File: src/goc_defines.vh
// constants for the overcurrent comparator 1 configuration block
`ifndef GOC_DEFINES_VH
`define GOC_DEFINES_VH

// ------------------------------------------------------------
// register offsets (byte addresses)
// ------------------------------------------------------------
`define GOC_OFF_CONFIG    12'h000
`define GOC_OFF_PROTECT   12'h004
`define GOC_OFF_STATUS    12'h008
`define GOC_OFF_MASK      12'h00C
`define GOC_OFF_VERSION   12'h010

// ------------------------------------------------------------
// field positions and reset values
// ------------------------------------------------------------
`define GOC_BIT_ACTION    7
`define GOC_BIT_ENABLE    6
`define GOC_CONFIG_RESET  8'h00
`define GOC_DAC_TOP_V4    2'h3
`define GOC_DAC_TOP_V5    1'h1
// status bits: 0 write refused, 1 protect set
`define GOC_STAT_REFUSED  0
`define GOC_STAT_LOCKED   1
`define GOC_STAT_WIDTH    2

`endif

File: src/goc_dac_code.v
// threshold DAC code formation for comparator 1
`timescale 1ns/1ps
`include "goc_defines.vh"

module goc_dac_code (
  // clock and reset
  input  wire       clk,
  input  wire       rst,
  // configuration
  input  wire       versionFive,
  input  wire [4:0] thresholdField,
  // DAC code
  output reg  [5:0] dacCode
);

  always @(posedge clk) begin
    if (rst) begin
      dacCode <= 6'h00;
    end else if (versionFive) begin
      dacCode <= {`GOC_DAC_TOP_V5, thresholdField};
    end else begin
      dacCode <= {`GOC_DAC_TOP_V4, thresholdField[3:0]};
    end
  end

endmodule // goc_dac_code

File: src/goc_overcurrent_config.v
// APB register bank for overcurrent comparator 1 configuration
`timescale 1ns/1ps
`include "goc_defines.vh"

module goc_overcurrent_config #(
  parameter VERSION_FIVE_DEFAULT = 1
) (
  // clock and reset
  input  wire        clk,
  input  wire        rst,
  // apb slave
  input  wire        psel,
  input  wire        penable,
  input  wire        pwrite,
  input  wire [11:0] paddr,
  input  wire [31:0] pwdata,
  output reg  [31:0] prdata,
  output reg         pready,
  output reg         pslverr,
  // comparator controls
  output reg         overcurrentActionSelect,
  output reg         overcurrentComparatorEnable,
  output wire [5:0]  overcurrentThresholdCode,
  output reg         driverWriteProtect,
  output reg         driverVersionFive,
  // interrupt
  output reg         irq
);

  // ------------------------------------------------------------
  // state
  // ------------------------------------------------------------
  reg  [4:0]                 thresholdField;
  reg  [`GOC_STAT_WIDTH-1:0] status;
  reg  [`GOC_STAT_WIDTH-1:0] mask;
  reg  [`GOC_STAT_WIDTH-1:0] next_status;
  reg  [31:0]                next_rdata;
  reg                        next_err;
  reg                        versionInit;
  reg                        next_action;
  reg                        next_enable;
  reg  [4:0]                 next_threshold;

  // access completes in the access phase; pready is a one-cycle pulse
  wire access  = psel && penable && !pready;
  wire wrEn    = access && pwrite;
  wire rdEn    = access && !pwrite;

  function hit;
    input [11:0] a;
    input [11:0] off;
    begin
      hit = (a == off);
    end
  endfunction

  wire mapped = hit(paddr, `GOC_OFF_CONFIG) || hit(paddr, `GOC_OFF_PROTECT) ||
                hit(paddr, `GOC_OFF_STATUS) || hit(paddr, `GOC_OFF_MASK) ||
                hit(paddr, `GOC_OFF_VERSION);

  wire cfgWrite = wrEn && hit(paddr, `GOC_OFF_CONFIG);

  // ------------------------------------------------------------
  // register selects, write strobes and the status read strobe
  // ------------------------------------------------------------
  wire selConfig    = hit(paddr, `GOC_OFF_CONFIG);
  wire selProtect   = hit(paddr, `GOC_OFF_PROTECT);
  wire selStatus    = hit(paddr, `GOC_OFF_STATUS);
  wire selMask      = hit(paddr, `GOC_OFF_MASK);
  wire selVersion   = hit(paddr, `GOC_OFF_VERSION);
  wire protectWrite = wrEn && selProtect && pwdata[0];
  wire maskWrite    = wrEn && selMask;
  wire versionWrite = wrEn && selVersion && !driverWriteProtect;
  wire statusRead   = rdEn && selStatus;

  // events that set sticky status bits; both come from bus writes only
  wire refusedEvent = cfgWrite && driverWriteProtect;
  wire lockedEvent  = protectWrite && !driverWriteProtect;

  // ------------------------------------------------------------
  // configuration register
  // ------------------------------------------------------------
  // a refused write leaves every field as it was; bit 4 is stored only in
  // version five, so that a later version switch cannot expose a stale bit
  always @* begin
    next_action    = overcurrentActionSelect;
    next_enable    = overcurrentComparatorEnable;
    next_threshold = thresholdField;
    if (cfgWrite && !driverWriteProtect) begin
      next_action    = pwdata[`GOC_BIT_ACTION];
      next_enable    = pwdata[`GOC_BIT_ENABLE];
      next_threshold = {pwdata[4] & driverVersionFive, pwdata[3:0]};
    end
  end

  always @(posedge clk) begin
    if (rst) begin
      overcurrentActionSelect     <= 1'b0;
      overcurrentComparatorEnable <= 1'b0;
      thresholdField              <= 5'h00;
    end else begin
      overcurrentActionSelect     <= next_action;
      overcurrentComparatorEnable <= next_enable;
      thresholdField              <= next_threshold;
    end
  end

  // ------------------------------------------------------------
  // write protect and version select
  // ------------------------------------------------------------
  // protect is write-once; only reset clears it
  always @(posedge clk) begin
    if (rst) begin
      driverWriteProtect <= 1'b0;
    end else if (protectWrite) begin
      driverWriteProtect <= 1'b1;
    end
  end

  // strap taken on the first edge after reset; a bus write in that same
  // cycle still wins, and the select freezes once protect is set
  always @(posedge clk) begin
    if (rst) begin
      versionInit       <= 1'b1;
      driverVersionFive <= 1'b0;
    end else begin
      versionInit <= 1'b0;
      if (versionWrite) begin
        driverVersionFive <= pwdata[0];
      end else if (versionInit) begin
        driverVersionFive <= (VERSION_FIVE_DEFAULT != 0);
      end
    end
  end

  // ------------------------------------------------------------
  // interrupt mask
  // ------------------------------------------------------------
  always @(posedge clk) begin
    if (rst) begin
      mask <= {`GOC_STAT_WIDTH{1'b0}};
    end else if (maskWrite) begin
      mask <= pwdata[`GOC_STAT_WIDTH-1:0];
    end
  end

  goc_dac_code u_dac (
    .clk            (clk),
    .rst            (rst),
    .versionFive    (driverVersionFive),
    .thresholdField (thresholdField),
    .dacCode        (overcurrentThresholdCode)
  );

  // ------------------------------------------------------------
  // sticky status: set wins over read clear
  // ------------------------------------------------------------
  always @* begin
    next_status = status;
    if (statusRead) begin
      next_status = {`GOC_STAT_WIDTH{1'b0}};
    end
    if (refusedEvent) begin
      next_status[`GOC_STAT_REFUSED] = 1'b1;
    end
    if (lockedEvent) begin
      next_status[`GOC_STAT_LOCKED] = 1'b1;
    end
  end

  // ------------------------------------------------------------
  // read mux
  // ------------------------------------------------------------
  // config as software sees it: bit 5 is never stored, bit 4 shows only in
  // version five even if it was written before a switch to version four
  function [7:0] cfgImage;
    input       act;
    input       ena;
    input       v5;
    input [4:0] thr;
    begin
      cfgImage = {act, ena, 1'b0, thr[4] & v5, thr[3:0]};
    end
  endfunction

  always @* begin
    next_rdata = 32'h0000_0000;
    next_err   = !mapped;
    if (selConfig) begin
      next_rdata[7:0] = cfgImage(overcurrentActionSelect, overcurrentComparatorEnable,
                                 driverVersionFive, thresholdField);
    end else if (selProtect) begin
      next_rdata[0] = driverWriteProtect;
    end else if (selStatus) begin
      next_rdata[`GOC_STAT_WIDTH-1:0] = status;
    end else if (selMask) begin
      next_rdata[`GOC_STAT_WIDTH-1:0] = mask;
    end else if (selVersion) begin
      next_rdata[0] = driverVersionFive;
    end
  end

  always @(posedge clk) begin
    if (rst) begin
      status  <= 2'h0;
      prdata  <= 32'h0000_0000;
      pready  <= 1'b0;
      pslverr <= 1'b0;
      irq     <= 1'b0;
    end else begin
      status  <= next_status;
      pready  <= access;
      pslverr <= access && next_err;
      if (rdEn) begin
        prdata <= next_rdata;
      end
      irq <= |(next_status & mask);
    end
  end

endmodule // goc_overcurrent_config

File: config.mk
export PLATFORM = sky130hd
export DESIGN_NAME = goc_overcurrent_config
export DESIGN_NICKNAME = d
export VERILOG_FILES = /design/src/goc_dac_code.v /design/src/goc_overcurrent_config.v
export VERILOG_INCLUDE_DIRS = /design/src
export SDC_FILE = /design/constraint.sdc
export NUM_CORES = 1
export LEC_CHECK = 0
export ABC_CLOCK_PERIOD_IN_PS = 3630
export BUFFER_PORTS_ARGS = -buffer_cell sky130_fd_sc_hd__buf_2
export CORE_UTILIZATION = 44
export CTS_CLUSTER_DIAMETER = 200
export DETAILED_ROUTE_END_ITERATION = 10
export HOLD_SLACK_MARGIN = 0.12
export PLACE_DENSITY = 0.91
export SYNTH_ARGS = -nofsm -noshare
export SYNTH_HDL_FRONTEND = slang
export SYNTH_SLANG_ARGS = --single-unit
File: constraint.sdc
create_clock -name clk -period 3.63 [get_ports clk]
set_clock_uncertainty 0.15 [all_clocks]
set_input_delay 0.1815 -clock clk [delete_from_list [all_inputs] [get_ports clk]]
set_output_delay 0.1815 -clock clk [all_outputs]
set_load 0.1 [all_outputs]
# ---- Yosys cells after proc, flatten, opt, wreduce, memory -nomap -nowiden
# Cells that the tools add are included.
dict set report op_classes {
  reduce_logical 26
  n_eq_ne 4
  mux 15
  n_bitwise 3
}
# operator n
set op_table {}
lappend op_table {{== test 12 x 4 -> 1 bit, second input constant} 2}
lappend op_table {{logical AND 1 bit} 15}
lappend op_table {{== test 12 x 3 -> 1 bit, second input constant} 1}
lappend op_table {{== test 12 x 5 -> 1 bit, second input constant} 1}
lappend op_table {{logical NOT 12 bit} 1}
lappend op_table {{two-way mux 1 bit} 10}
lappend op_table {{two-way mux 2 bit} 3}
lappend op_table {{two-way mux 6 bit} 1}
lappend op_table {{two-way mux 5 bit} 1}
lappend op_table {{logical NOT 1 bit} 4}
lappend op_table {{logical OR 1 bit} 4}
lappend op_table {{AND 1 bit} 2}
lappend op_table {{AND 2 bit} 1}
lappend op_table {{nonzero test 2 bit} 1}
lappend op_table {{OR reduction 2 bit} 1}
dict set report totals {
  ff_bits 31
  out_inout_bits 45
  word_cells 61
  input_bits 49
}

# ---- Logic depth before layout (Yosys ltp)
# Gate-level depths: netlist of run 1.
dict set report depth {
  word_depth 9
  depth_mapped 7
  ltp_nobuf 5
}

# ---- Cells and area by module
# Synthesis of run 1 repeated with hierarchy kept, for this count alone.
dict set report hier_totals {
  cells_unflattened 153
  area_unflattened_um2 1420.1
}
# module area_each_um2 cells_each seq_area_each_um2 instances
set by_module_without_submodules {}
lappend by_module_without_submodules {goc_overcurrent_config 1262.5 140 480.5 1}
lappend by_module_without_submodules {goc_dac_code 157.7 13 120.1 1}

# ---- Worst setup path before layout of run 1
# No wires, ideal clock.
dict set report synth_path {
  kind {register -> register}
  start {register pready}
  end {register overcurrentActionSelect}
  n_path_buf 1
  path_slack_ps 1311
  required_time_ps 3352
  arrival_time_ps 2041
  period_less_slack_ps 2319
  setup_time_ps 128
  stages_incl_launch_ff 7
  cell_sequence {dfxtp_1 nand3b_1 nor4bb_1 and2_1 clkbuf_1 mux2i_1 nor2_1}
}
dict set report synth_via {
  elab_chain_len 5
}
# item line
set synth_rtl {}
lappend synth_rtl {{from (decl)} goc_overcurrent_config.v:18} ;# output reg pready,
lappend synth_rtl {{from (signal assigned)} goc_overcurrent_config.v:212} ;# pready <= access;
lappend synth_rtl {{logical NOT 1 bit} goc_overcurrent_config.v:45} ;# wire access = psel && penable && !pready;
lappend synth_rtl {{logical AND 1 bit} goc_overcurrent_config.v:45}
lappend synth_rtl {{logical AND 1 bit} goc_overcurrent_config.v:46} ;# wire wrEn = access && pwrite;
lappend synth_rtl {{logical AND 1 bit} goc_overcurrent_config.v:61} ;# wire cfgWrite = wrEn && hit(paddr, `GOC_OFF_CONFIG);
lappend synth_rtl {{logical AND 1 bit} goc_overcurrent_config.v:89} ;# if (cfgWrite && !driverWriteProtect) begin
lappend synth_rtl {{to (signal assigned)} goc_overcurrent_config.v:102} ;# overcurrentActionSelect <= next_action;
lappend synth_rtl {{to (decl)} goc_overcurrent_config.v:21} ;# output reg overcurrentActionSelect,
# Every way passes these cells.
# A chain may end at the register's enable or synchronous reset.

# ---- Worst setup path after layout of run 1
dict set report layout_path {
  start {input port paddr[4]}
  end {register overcurrentComparatorEnable}
}
dict set report layout_via {
  elab_chain_len 3
}
# item line
set layout_rtl {}
lappend layout_rtl {{from (decl)} goc_overcurrent_config.v:15} ;# input wire [11:0] paddr,
lappend layout_rtl {{logical NOT 12 bit} goc_overcurrent_config.v:53} ;# hit = (a == off);
lappend layout_rtl {{logical AND 1 bit} goc_overcurrent_config.v:61}
lappend layout_rtl {{logical AND 1 bit} goc_overcurrent_config.v:89}
lappend layout_rtl {{to (signal assigned)} goc_overcurrent_config.v:103} ;# overcurrentComparatorEnable <= next_enable;
lappend layout_rtl {{to (decl)} goc_overcurrent_config.v:22} ;# output reg overcurrentComparatorEnable,
# Every way passes these cells.

==> results.yml, run 1 <==
setup_path:
  crit_top_cell: "dlygate4sd3_1"
  crit_end: "overcurrentComparatorEnable"
  crit_path_top_delay_cell: "or4_1"
  r2r_cells: 6
  arrival_ns: 3.11
  rr_endpoint: "overcurrentComparatorEnable"
  crit_start: "paddr[4]"
  reg2reg_slack_ns: 1.04
  worstPathRequired_ns: 3.70
  critPathKind: "in2reg"
  critPathMaxFanout: 8
  cp.buffers_inverters: 3
  worst_setup_path_start_kind: "primary input"
  path_delay_family: "simple AND/OR/NAND/NOR gates"
  reg2reg_from: "pready"
  cp-end-kind: "flop"
  cp_slowest_stage_delay_ns: 0.55
  path_cells: "dlygate4sd3_1 -> buf_2 -> or4_1 -> nor4_1 -> and2_1 -> mux2i_1 -> nor2_1 -> dlygate4sd3_1"
  path_depth: 8
logic_synthesis:
  ys_seq_elements: 30
  synth_cell_types: 37
  synth_edf_count: 0
  synthTopCellsByArea: "dfxtp_1 43%, buf_4 14%, mux2i_1 7.2%"
  synth_common_cells: "30 x dfxtp_1, 25 x buf_4, 22 x nor2_1"
  yosys_warnings: 0
  yosysSeqAreaShare_pct: 43.32
  synthCells: 153
  synthArstFlopShare_pct: 0
  synth_top_area_share_pct: 43.32
  yosysMostFrequentCell: "dfxtp_1"
  syn_area_mm2: 0.001386
  synth_flop_cell: "dfxtp_1"
  syn_avg_cell_area_um2: 9.061
  synth_area_leader_cell: "dfxtp_1"
finish:
  drive_gt1_share_pct: 26.79
  fin_cells: 253
  nets: 258
  postLayoutCellArea_mm2: 0.001753
  area_growth_pct: 26.44
  diodes: 0
timing:
  setup_viol: 0
  setup-tns-final_ns: 0
  max-slew-margin-rel_pct: 63.67
  tightest_slew_ns: 0.5404
  fin_ws_ns: 0.5940
  rsz0062_at_grt: "no"
  timing.hold.ws_ns: 0.1659
  fin_crit_ns: 3.036
  finalHoldViolations: 0
  slew_violations: 0
  post-route-period-util_pct: 83.64
  max_freq_mhz: 329.4
floorplanning:
  floorplan.initialDensity_pct: 45.79
  dieArea_mm2: 0.003379
  fp.dieH_um: 58.13
  io_pins: 94
  rows: 20
  fp.coreArea_mm2: 0.003028
  fp.dieW_um: 58.13
detailed_routing:
  drt_iter0_drc: 36
  vias_per_cell: 4.751
  wl_per_cell_um: 11.72
  drt_pass1_iterations: 4
  ant_nets: 0
  drc: 0
  postRouteWirelength_um: 2966
  dr_total_vias: 1202
clocking:
  cts_root_buffer: "clkbuf_4"
  numCtsBuffers: 5
  cts_tree: "yes"
  worstSkewPairLatency_ns: 0.33
  cts_max_level: 2
  ctsResizeCount: 0
  clk_pin_slew_ns: 0.09
  cts_max_path_buffers: 2
  cts.sinks: 30
place:
  dp_cells: 231
  gp_congestion: 0.7606
  dpl_cell_area_mm2: 0.001521
  portBuffers: 43
  dp_worst_setup_slack_ns: 1.169
  dp_hpwl_um: 1936
grt:
  grt_pass1_wl_um: 4719
  grt_start_max_net_pins: 28
  grt_use_total_pct: 18.86
  grt.met3_usage_pct: 6.027
  use_met1_pct: 21.72
  top_usage_layer: "met2"
  grt_overflow: 0
  first_global_vias: 1056
  grt_util_met2_pct: 32.18
  antenna_found_initial: 0
power:
  p_per_area_mw_per_mm2: 452.3
  p_leak_nw: 0.7743
  ir_drop_v: 0.0001997
min_path:
  hp-class: "in2reg"
run_status:
  status: "completed"
flow_run:
  cap_viol_max_count: 0
area by class of cell:
cell class | count | area [µm²]
Sequential cell | 30 | 600.6
Tap cell | 44 | 55.05
Clock inverter | 1 | 30.03
Timing Repair Buffer | 58 | 365.4
Clock buffer | 6 | 51.30
Multi-Input combinational cell | 110 | 635.6
Inverter | 4 | 15.01
Fill cell | 263 | 1275
how the worst min path moves through the flow:
stage               from          end  slack, ns  depth (start not counted)
6_report        paddr[3]      pslverr       0.17                          3
5_1_grt         paddr[1]    prdata[1]       0.19                          4
4_1_cts         paddr[3]      pslverr       0.15                          3
3_5_place_dp   pwdata[1]      mask[1]       0.27                          3
3_3_place_gp   pwdata[1]      mask[1]       0.26                          3
2_1_floorplan        rst  versionInit       0.06                          0
stage by stage:
stage	utilization (%)	power (mW)
after floorplan	-	0.5151
after global placement	50.25	0.5130
after detailed placement	50.25	0.5142
after CTS	57.89	0.7939
after global routing	57.89	0.8142
final	57.89	0.7928
worst min-delay path, delay by kind of cell:
family / cells / cell delay, ns
AO/OA/AOI/OAI: 2 / 0.25
buffers and inverters: 1 / 0.17
metal layers:
| metal | vias up | share of wire, % |
|---|---|---|
| met3 | 7 | 6.3 |
| met5 | - | 0 |
| met2 | 61 | 51 |
| met4 | 0 | 1.6 |
| met1 | 548 | 41 |
| li1 | 586 | - |
placed cells by master, fill, tap and decap left out, drive strengths merged, types with 5 or more instances in the layout:
master	n
nor2	22
nand2	5
clkbuf	6
mux2i	10
dlygate4sd3	15
dfxtp	30
nor2b	5
a21oi	5
conb	25
buf	43
report_power, final:
part           total, mW  internal, mW  switching [mW]
Sequential         0.334         0.332         0.00185
Combinational      0.185        0.0256           0.159
Clock              0.274         0.160           0.114
kinds of logic (layout without fill, tap and decap cells):
kind of cell | count (synthesis) | in the layout | synth area share, %
flip-flops | 30 | 30 | 43.32
multiplexers | 10 | 10 | 7.221
buffers and inverters | 37 | 69 | 17.33
AND/OR/NAND/NOR | 55 | 55 | 22.11
other | 1 | 25 | 0.2705
AO/OA/AOI/OAI | 20 | 20 | 9.749
flip-flops by register name (all words and copies together), names as in the netlist:
| name | flops |
|---|---|
| pslverr | 1 |
| irq | 1 |
| driverVersionFive | 1 |
| overcurrentActionSelect | 1 |
| driverWriteProtect | 1 |
| status | 2 |
| pready | 1 |
| u_dac.dacCode | 6 |
| overcurrentComparatorEnable | 1 |
| versionInit | 1 |
| thresholdField | 5 |
| mask | 2 |
| prdata | 7 |
repair_timing:
item,in CTS,in global routing
hold buffers,15,0
endpoints found under the hold margin,17,0
buffers inserted,0,0
Power figures use the tool's default switching activity.
==> run 2, diff against run 1 <==
ABC_AREA = 1   (was default)
ABC_CLOCK_PERIOD_IN_PS = 2800   (was 3630)
CORE_UTILIZATION = 42   (was 44)
PLACE_DENSITY = 0.86   (was 0.91)
clock period = 2.8 ns   (was 3.63 ns; I/O delays follow)
==> run 2 against run 1 <==
  * Wire length rose by 4.4%
  * Setup slack got worse by 0.11 ns
  * Total power rose by 31%
  * Via count rose by 16%
  * Clock power rose by 15%
  * Utilization fell by 1.3 points
  * Sequential power rose by 32%
  * Non-clock buffer count rose by 3
  * Sequential share of layout area fell by 3.0 points
  * Combinational power rose by 56%
  * Critical path type unchanged
  * Largest power group unchanged
  * Highest routed layer unchanged
==> results.yml, run 2 <==
logic_synthesis:
  synth-simple-area-share_pct: 26.47
  synth_edf_count: 0
  synthTopCellsByArea: "dfxtp_1 40%, buf_4 12%, a21oi_1 6.0%"
  syn_avg_cell_area_um2: 7.615
  synth_fa_ha_area_share_pct: 0
  synth-xor-area-share_pct: 0
  synthCells: 198
  synth_common_cells: "30 x dfxtp_1, 25 x buf_4, 23 x nand2_1"
  synth_top_area_share_pct: 39.83
  synth.area.mux_share_pct: 0
  synth_flop_cell: "dfxtp_1"
  synth_cell_types: 29
  synth_area_leader_cell: "dfxtp_1"
  yosys_warnings: 0
  yosysSeqAreaShare_pct: 39.83
  synth_top_family_by_area: "simple AND/OR/NAND/NOR gates"
  synth-compound-area-share_pct: 13.20
  ys_seq_elements: 30
  synthArstFlopShare_pct: 0
  syn_area_mm2: 0.001508
  yosysMostFrequentCell: "dfxtp_1"
finish:
  largest_reg_flops: 7
  regMostFlops: "prdata"
  drive_gt1_share_pct: 25.95
  reg.largest.list: "prdata x7, u_dac.dacCode x6, thresholdField x5"
  area_growth_pct: 27.22
  final_common_cell: "buf_2"
  nets: 310
  final_cell_mix: "43 x buf_2, 30 x dfxtp_1, 25 x conb_1, 23 x nand2_1, 22 x nor2_1"
  diodes: 0
floorplanning:
  io_pins: 94
  floorplan.initialDensity_pct: 44.48
  fp.coreArea_mm2: 0.003390
  rows: 21
  dieArea_mm2: 0.003833
  fp.dieW_um: 61.92
  fp.dieH_um: 61.92
clocking:
  cts_max_level: 2
  cts_root_buffer: "clkbuf_4"
  clk_pin_slew_ns: 0.09
  ctsResizeCount: 0
  numCtsBuffers: 5
  cts_setup_buffers: 0
  cts_max_path_buffers: 2
  cts.sinks: 30
  cts_tree: "yes"
  worstSkewPairLatency_ns: 0.32
grt:
  grt_overflow: 0
  grt_use_total_pct: 19.03
  first_global_vias: 1268
  antenna_found_initial: 0
  grt_pass1_wl_um: 5306
  grt_start_max_net_pins: 18
detailed_routing:
  drt_pass1_iterations: 4
  wl_per_cell_um: 10.06
  drc: 0
  dr_total_vias: 1392
  ant_nets: 0
  vias_per_cell: 4.519
  drt_iter0_drc: 29
  postRouteWirelength_um: 3097
timing:
  finalHoldViolations: 0
  rsz0062_at_grt: "no"
  setup-tns-final_ns: 0
  post-route-period-util_pct: 82.54
  timing.hold.ws_ns: 0.1488
  max_freq_mhz: 432.7
  slew_violations: 0
  fin_crit_ns: 2.311
  setup_viol: 0
setup_path:
  worstPathRequired_ns: 2.87
  arrival_ns: 2.38
  cp-end-kind: "flop"
  worst_setup_path_start_kind: "primary input"
  critPathKind: "in2reg"
  critPathMaxFanout: 7
power:
  p_leak_nw: 0.9278
  sw_frac_of_total_pct: 37.88
  finalPower_mw: 1.042
  ir_drop_v: 0.0003633
  internal_power_mw: 0.6474
  power.share.combinational_pct: 27.6
  p_clk_share_pct: 30.1
  p_switching_mw: 0.3948
  p_per_area_mw_per_mm2: 543.3
  power_frac_seq_pct: 42.2
place:
  gp_congestion: 0.8541
  dp_hpwl_um: 2169
  portBuffers: 43
flow_run:
  cap_viol_max_count: 0
run_status:
  status: "completed"
min_path:
  hp-class: "in2reg"
-- run 2: changes by cell type after synthesis, moves of 6 or more --
cell and change:
nand2_1 +18, clkbuf_1 -6, nand3_1 +9, mux2i_1 -10, o21ai_1 +10, inv_1 +17
a21oi_1 +13
-- run 2: logic make-up (layout without fill, tap and decap cells) --
group / Yosys count / in the layout
compound gates: 38 / 38
buf+inv: 54 / 94
flops: 30 / 30
other cells: 1 / 25
simple gates: 75 / 75
-- run 2: critical path: stages --
cell	delay, ns
dlygate4sd3_1	0.52
buf_2	0.09
nand2_1	0.05
nor2_1	0.13
nand2_1	0.11
nor2_1	0.36
nand2_2	0.20
a21oi_1	0.19
nor3_2	0.05
dlygate4sd3_1	0.55
-- run 2: cell type report --
type / count / area, µm²
fillers: 331 / 1471
multi-input cells: 138 / 691.9
flip-flops and latches: 30 / 600.6
repair buffers: 61 / 395.4
inverters: 25 / 93.84
clock buffers: 8 / 78.83
well taps: 46 / 57.56
-- run 2: metrics by stage --
step / utilization [%] / area (µm²) / instances / worst slack [ns]
6_report: 56.59 / 1918 / 308 / 0.4888
5_1_grt: 56.59 / 1918 / 308 / 0.2821
3_3_place_gp: 48.95 / 1659 / 282 / 1.138
3_5_place_dp: 48.95 / 1659 / 282 / 1.105
4_1_cts: 56.59 / 1918 / 308 / 0.4886
2_1_floorplan: - / 1598 / 222 / 0.8891
-- run 2: repair_timing --
item | 4_1_cts | 5_1_grt
setup endpoints to repair | 0 | 0
hold buffers | 18 | 0
endpoints found under the hold margin | 27 | 0
-- run 2: power by group through the flow --
| stage | Sequential [mW] | Clock (mW) | Combinational [mW] |
|---|---|---|---|
| after global placement | 0.450 | 0 | 0.270 |
| after detailed placement | 0.450 | 0 | 0.272 |
| final | 0.440 | 0.314 | 0.288 |
| after global routing | 0.441 | 0.343 | 0.302 |
| after CTS | 0.440 | 0.320 | 0.287 |
| after floorplan | 0.508 | 0 | 0.207 |
-- run 2: layer usage --
metal	GRT usage (%)	routed length, µm	vias to the layer above
met5	0	0	-
met3	5.176	176	6
li1	-	-	707
met2	32.26	1513	54
met1	22.99	1368	625
met4	7.302	38	0
-- run 2: final timing paths --
check	from	end	slack [ns]	depth (start not counted)
max	penable	thresholdField[4]	0.49	10
max reg2reg	pready	thresholdField[4]	0.62	7
min reg2reg	thresholdField[2]	u_dac.dacCode[2]	0.29	2
min	paddr[0]	driverWriteProtect	0.15	6
==> run 3, diff against run 2 <==
ABC_CLOCK_PERIOD_IN_PS = 2190   (was 2800)
clock period = 2.19 ns   (was 2.8 ns; I/O delays follow)
==> run 3 against run 2 <==
  * Non-clock buffer count grew 6
  * Combinational power increased by 29%
  * Sequential cell count is the same
  * Highest routed layer unchanged
  * Largest cell class unchanged
  * Critical path depth did not move
  * Clock-buffer cell count down 1
  * Sequential power increased by 28%
  * Cell count up 1.9%
  * Register-to-register slack worse by 0.47 ns
  * Setup slack got worse by 0.45 ns
==> results.yml, run 3 (synthesized netlist as in run 2, its figures left out) <==
run_status:
  status: "completed"
setup_path:
  critPathMaxFanout: 5
  worst_setup_path_start_kind: "primary input"
  rr_endpoint: "thresholdField[4]"
  critPathKind: "in2reg"
  reg2reg_from: "pready"
  worstPathRequired_ns: 2.31
  arrival_ns: 2.28
  reg2reg_slack_ns: 0.15
  r2r_cells: 7
  cp-end-kind: "flop"
detailed_routing:
  drt_iter0_drc: 37
  drc: 0
  drt_pass1_iterations: 4
  ant_nets: 0
  wl_per_cell_um: 10.35
  dr_total_vias: 1414
  postRouteWirelength_um: 3250
  vias_per_cell: 4.503
finish:
  area_growth_pct: 30.04
  final_cell_mix: "43 x buf_2, 30 x dfxtp_1, 25 x conb_1, 23 x nand2_1"
  regMostFlops: "prdata"
  postLayoutCellArea_mm2: 0.001961
  reg.largest.list: "prdata x7, u_dac.dacCode x6, thresholdField x5"
  final_common_cell: "buf_2"
  diodes: 0
  fin_cells: 314
  largest_reg_flops: 7
  drive_gt1_share_pct: 27.61
  nets: 316
  fin_util_pct: 57.84
timing:
  fin_ws_ns: 0.03957
  post-route-period-util_pct: 98.19
  setup-tns-final_ns: 0
  slew_violations: 0
  timing.hold.ws_ns: 0.1492
  setup_viol: 0
  max_freq_mhz: 465.0
  fin_crit_ns: 2.150
  finalHoldViolations: 0
clocking:
  cts_max_path_buffers: 2
  worstSkewPairLatency_ns: 0.32
  cts_root_buffer: "clkbuf_4"
  cts_tree: "yes"
  cts.sinks: 30
  cts_max_level: 2
  numCtsBuffers: 5
  clk_pin_slew_ns: 0.09
floorplanning:
  fp.dieH_um: 61.92
  fp.coreArea_mm2: 0.003390
  io_pins: 94
  floorplan.initialDensity_pct: 44.48
  dieArea_mm2: 0.003833
  rows: 21
  fp.dieW_um: 61.92
min_path:
  hp-start: "paddr[1]"
  hold_end: "status[0]"
  worst_hold_path.num_cells: 6
  hp-class: "in2reg"
grt:
  grt_use_total_pct: 18.73
  first_global_vias: 1266
  top_usage_layer: "met2"
  grt_overflow: 0
  grt_pass1_wl_um: 5244
  antenna_found_initial: 0
  grt.met3_usage_pct: 6.211
  use_met1_pct: 22.25
  grt_util_met2_pct: 32.41
  grt_start_max_net_pins: 18
power:
  p_per_area_mw_per_mm2: 647.9
  finalPower_mw: 1.270
  ir_drop_v: 0.0003429
  p_leak_nw: 0.9467
place:
  dpl_cell_area_mm2: 0.001667
  dp_worst_setup_slack_ns: 0.5913
  dp_cells: 283
  dp_hpwl_um: 2147
  portBuffers: 43
  gp_congestion: 0.8516
flow_run:
  cap_viol_max_count: 0
[run 3: worst max path at each step]
| stage | from | end | slack, ns |
|---|---|---|---|
| final | paddr[0] | irq | 0.04 |
| after global routing | paddr[0] | irq | -0.02 |
| after CTS | pready | thresholdField[4] | 0.03 |
| after detailed placement | pready | thresholdField[4] | 0.59 |
| after global placement | pready | thresholdField[4] | 0.61 |
| after floorplan | pready | thresholdField[4] | 0.28 |
[run 3: cell type report]
class                   count  area (µm²)
clock buffers               7       55.05
fillers                   287        1429
inverters                  25       93.84
clock inverters             1       5.005
flip-flops and latches     30       600.6
well taps                  46       57.56
repair buffers             67       445.4
multi-input cells         138       703.2
[run 3: critical path, cell delays in order]
cell and delay, ns:
dlygate4sd3_1 0.53, buf_2 0.14, nor2_4 0.17, dlygate4sd3_1 0.57
nand3_1 0.09, nor3_2 0.17, nand3_1 0.16, o21ai_2 0.17
nand3_1 0.10, nand2_1 0.07
[run 3: layer usage]
metal | vias to the layer above | wire, µm
met1 | 636 | 1427
met3 | 5 | 179
li1 | 721 | -
met5 | - | 0
met4 | 0 | 37
met2 | 52 | 1606
[run 3: where the power goes]
part / total [mW] / internal (mW) / switching [mW]
logic: 0.372 / 0.0551 / 0.317
registers: 0.562 / 0.556 / 0.00610
clock network: 0.335 / 0.155 / 0.180
[run 3: repair_timing]
action,in CTS,in global routing
hold buffers,20,0
resized for setup,0,3
setup endpoints to repair,0,6
setup buffers,0,3
endpoints found under the hold margin,26,0
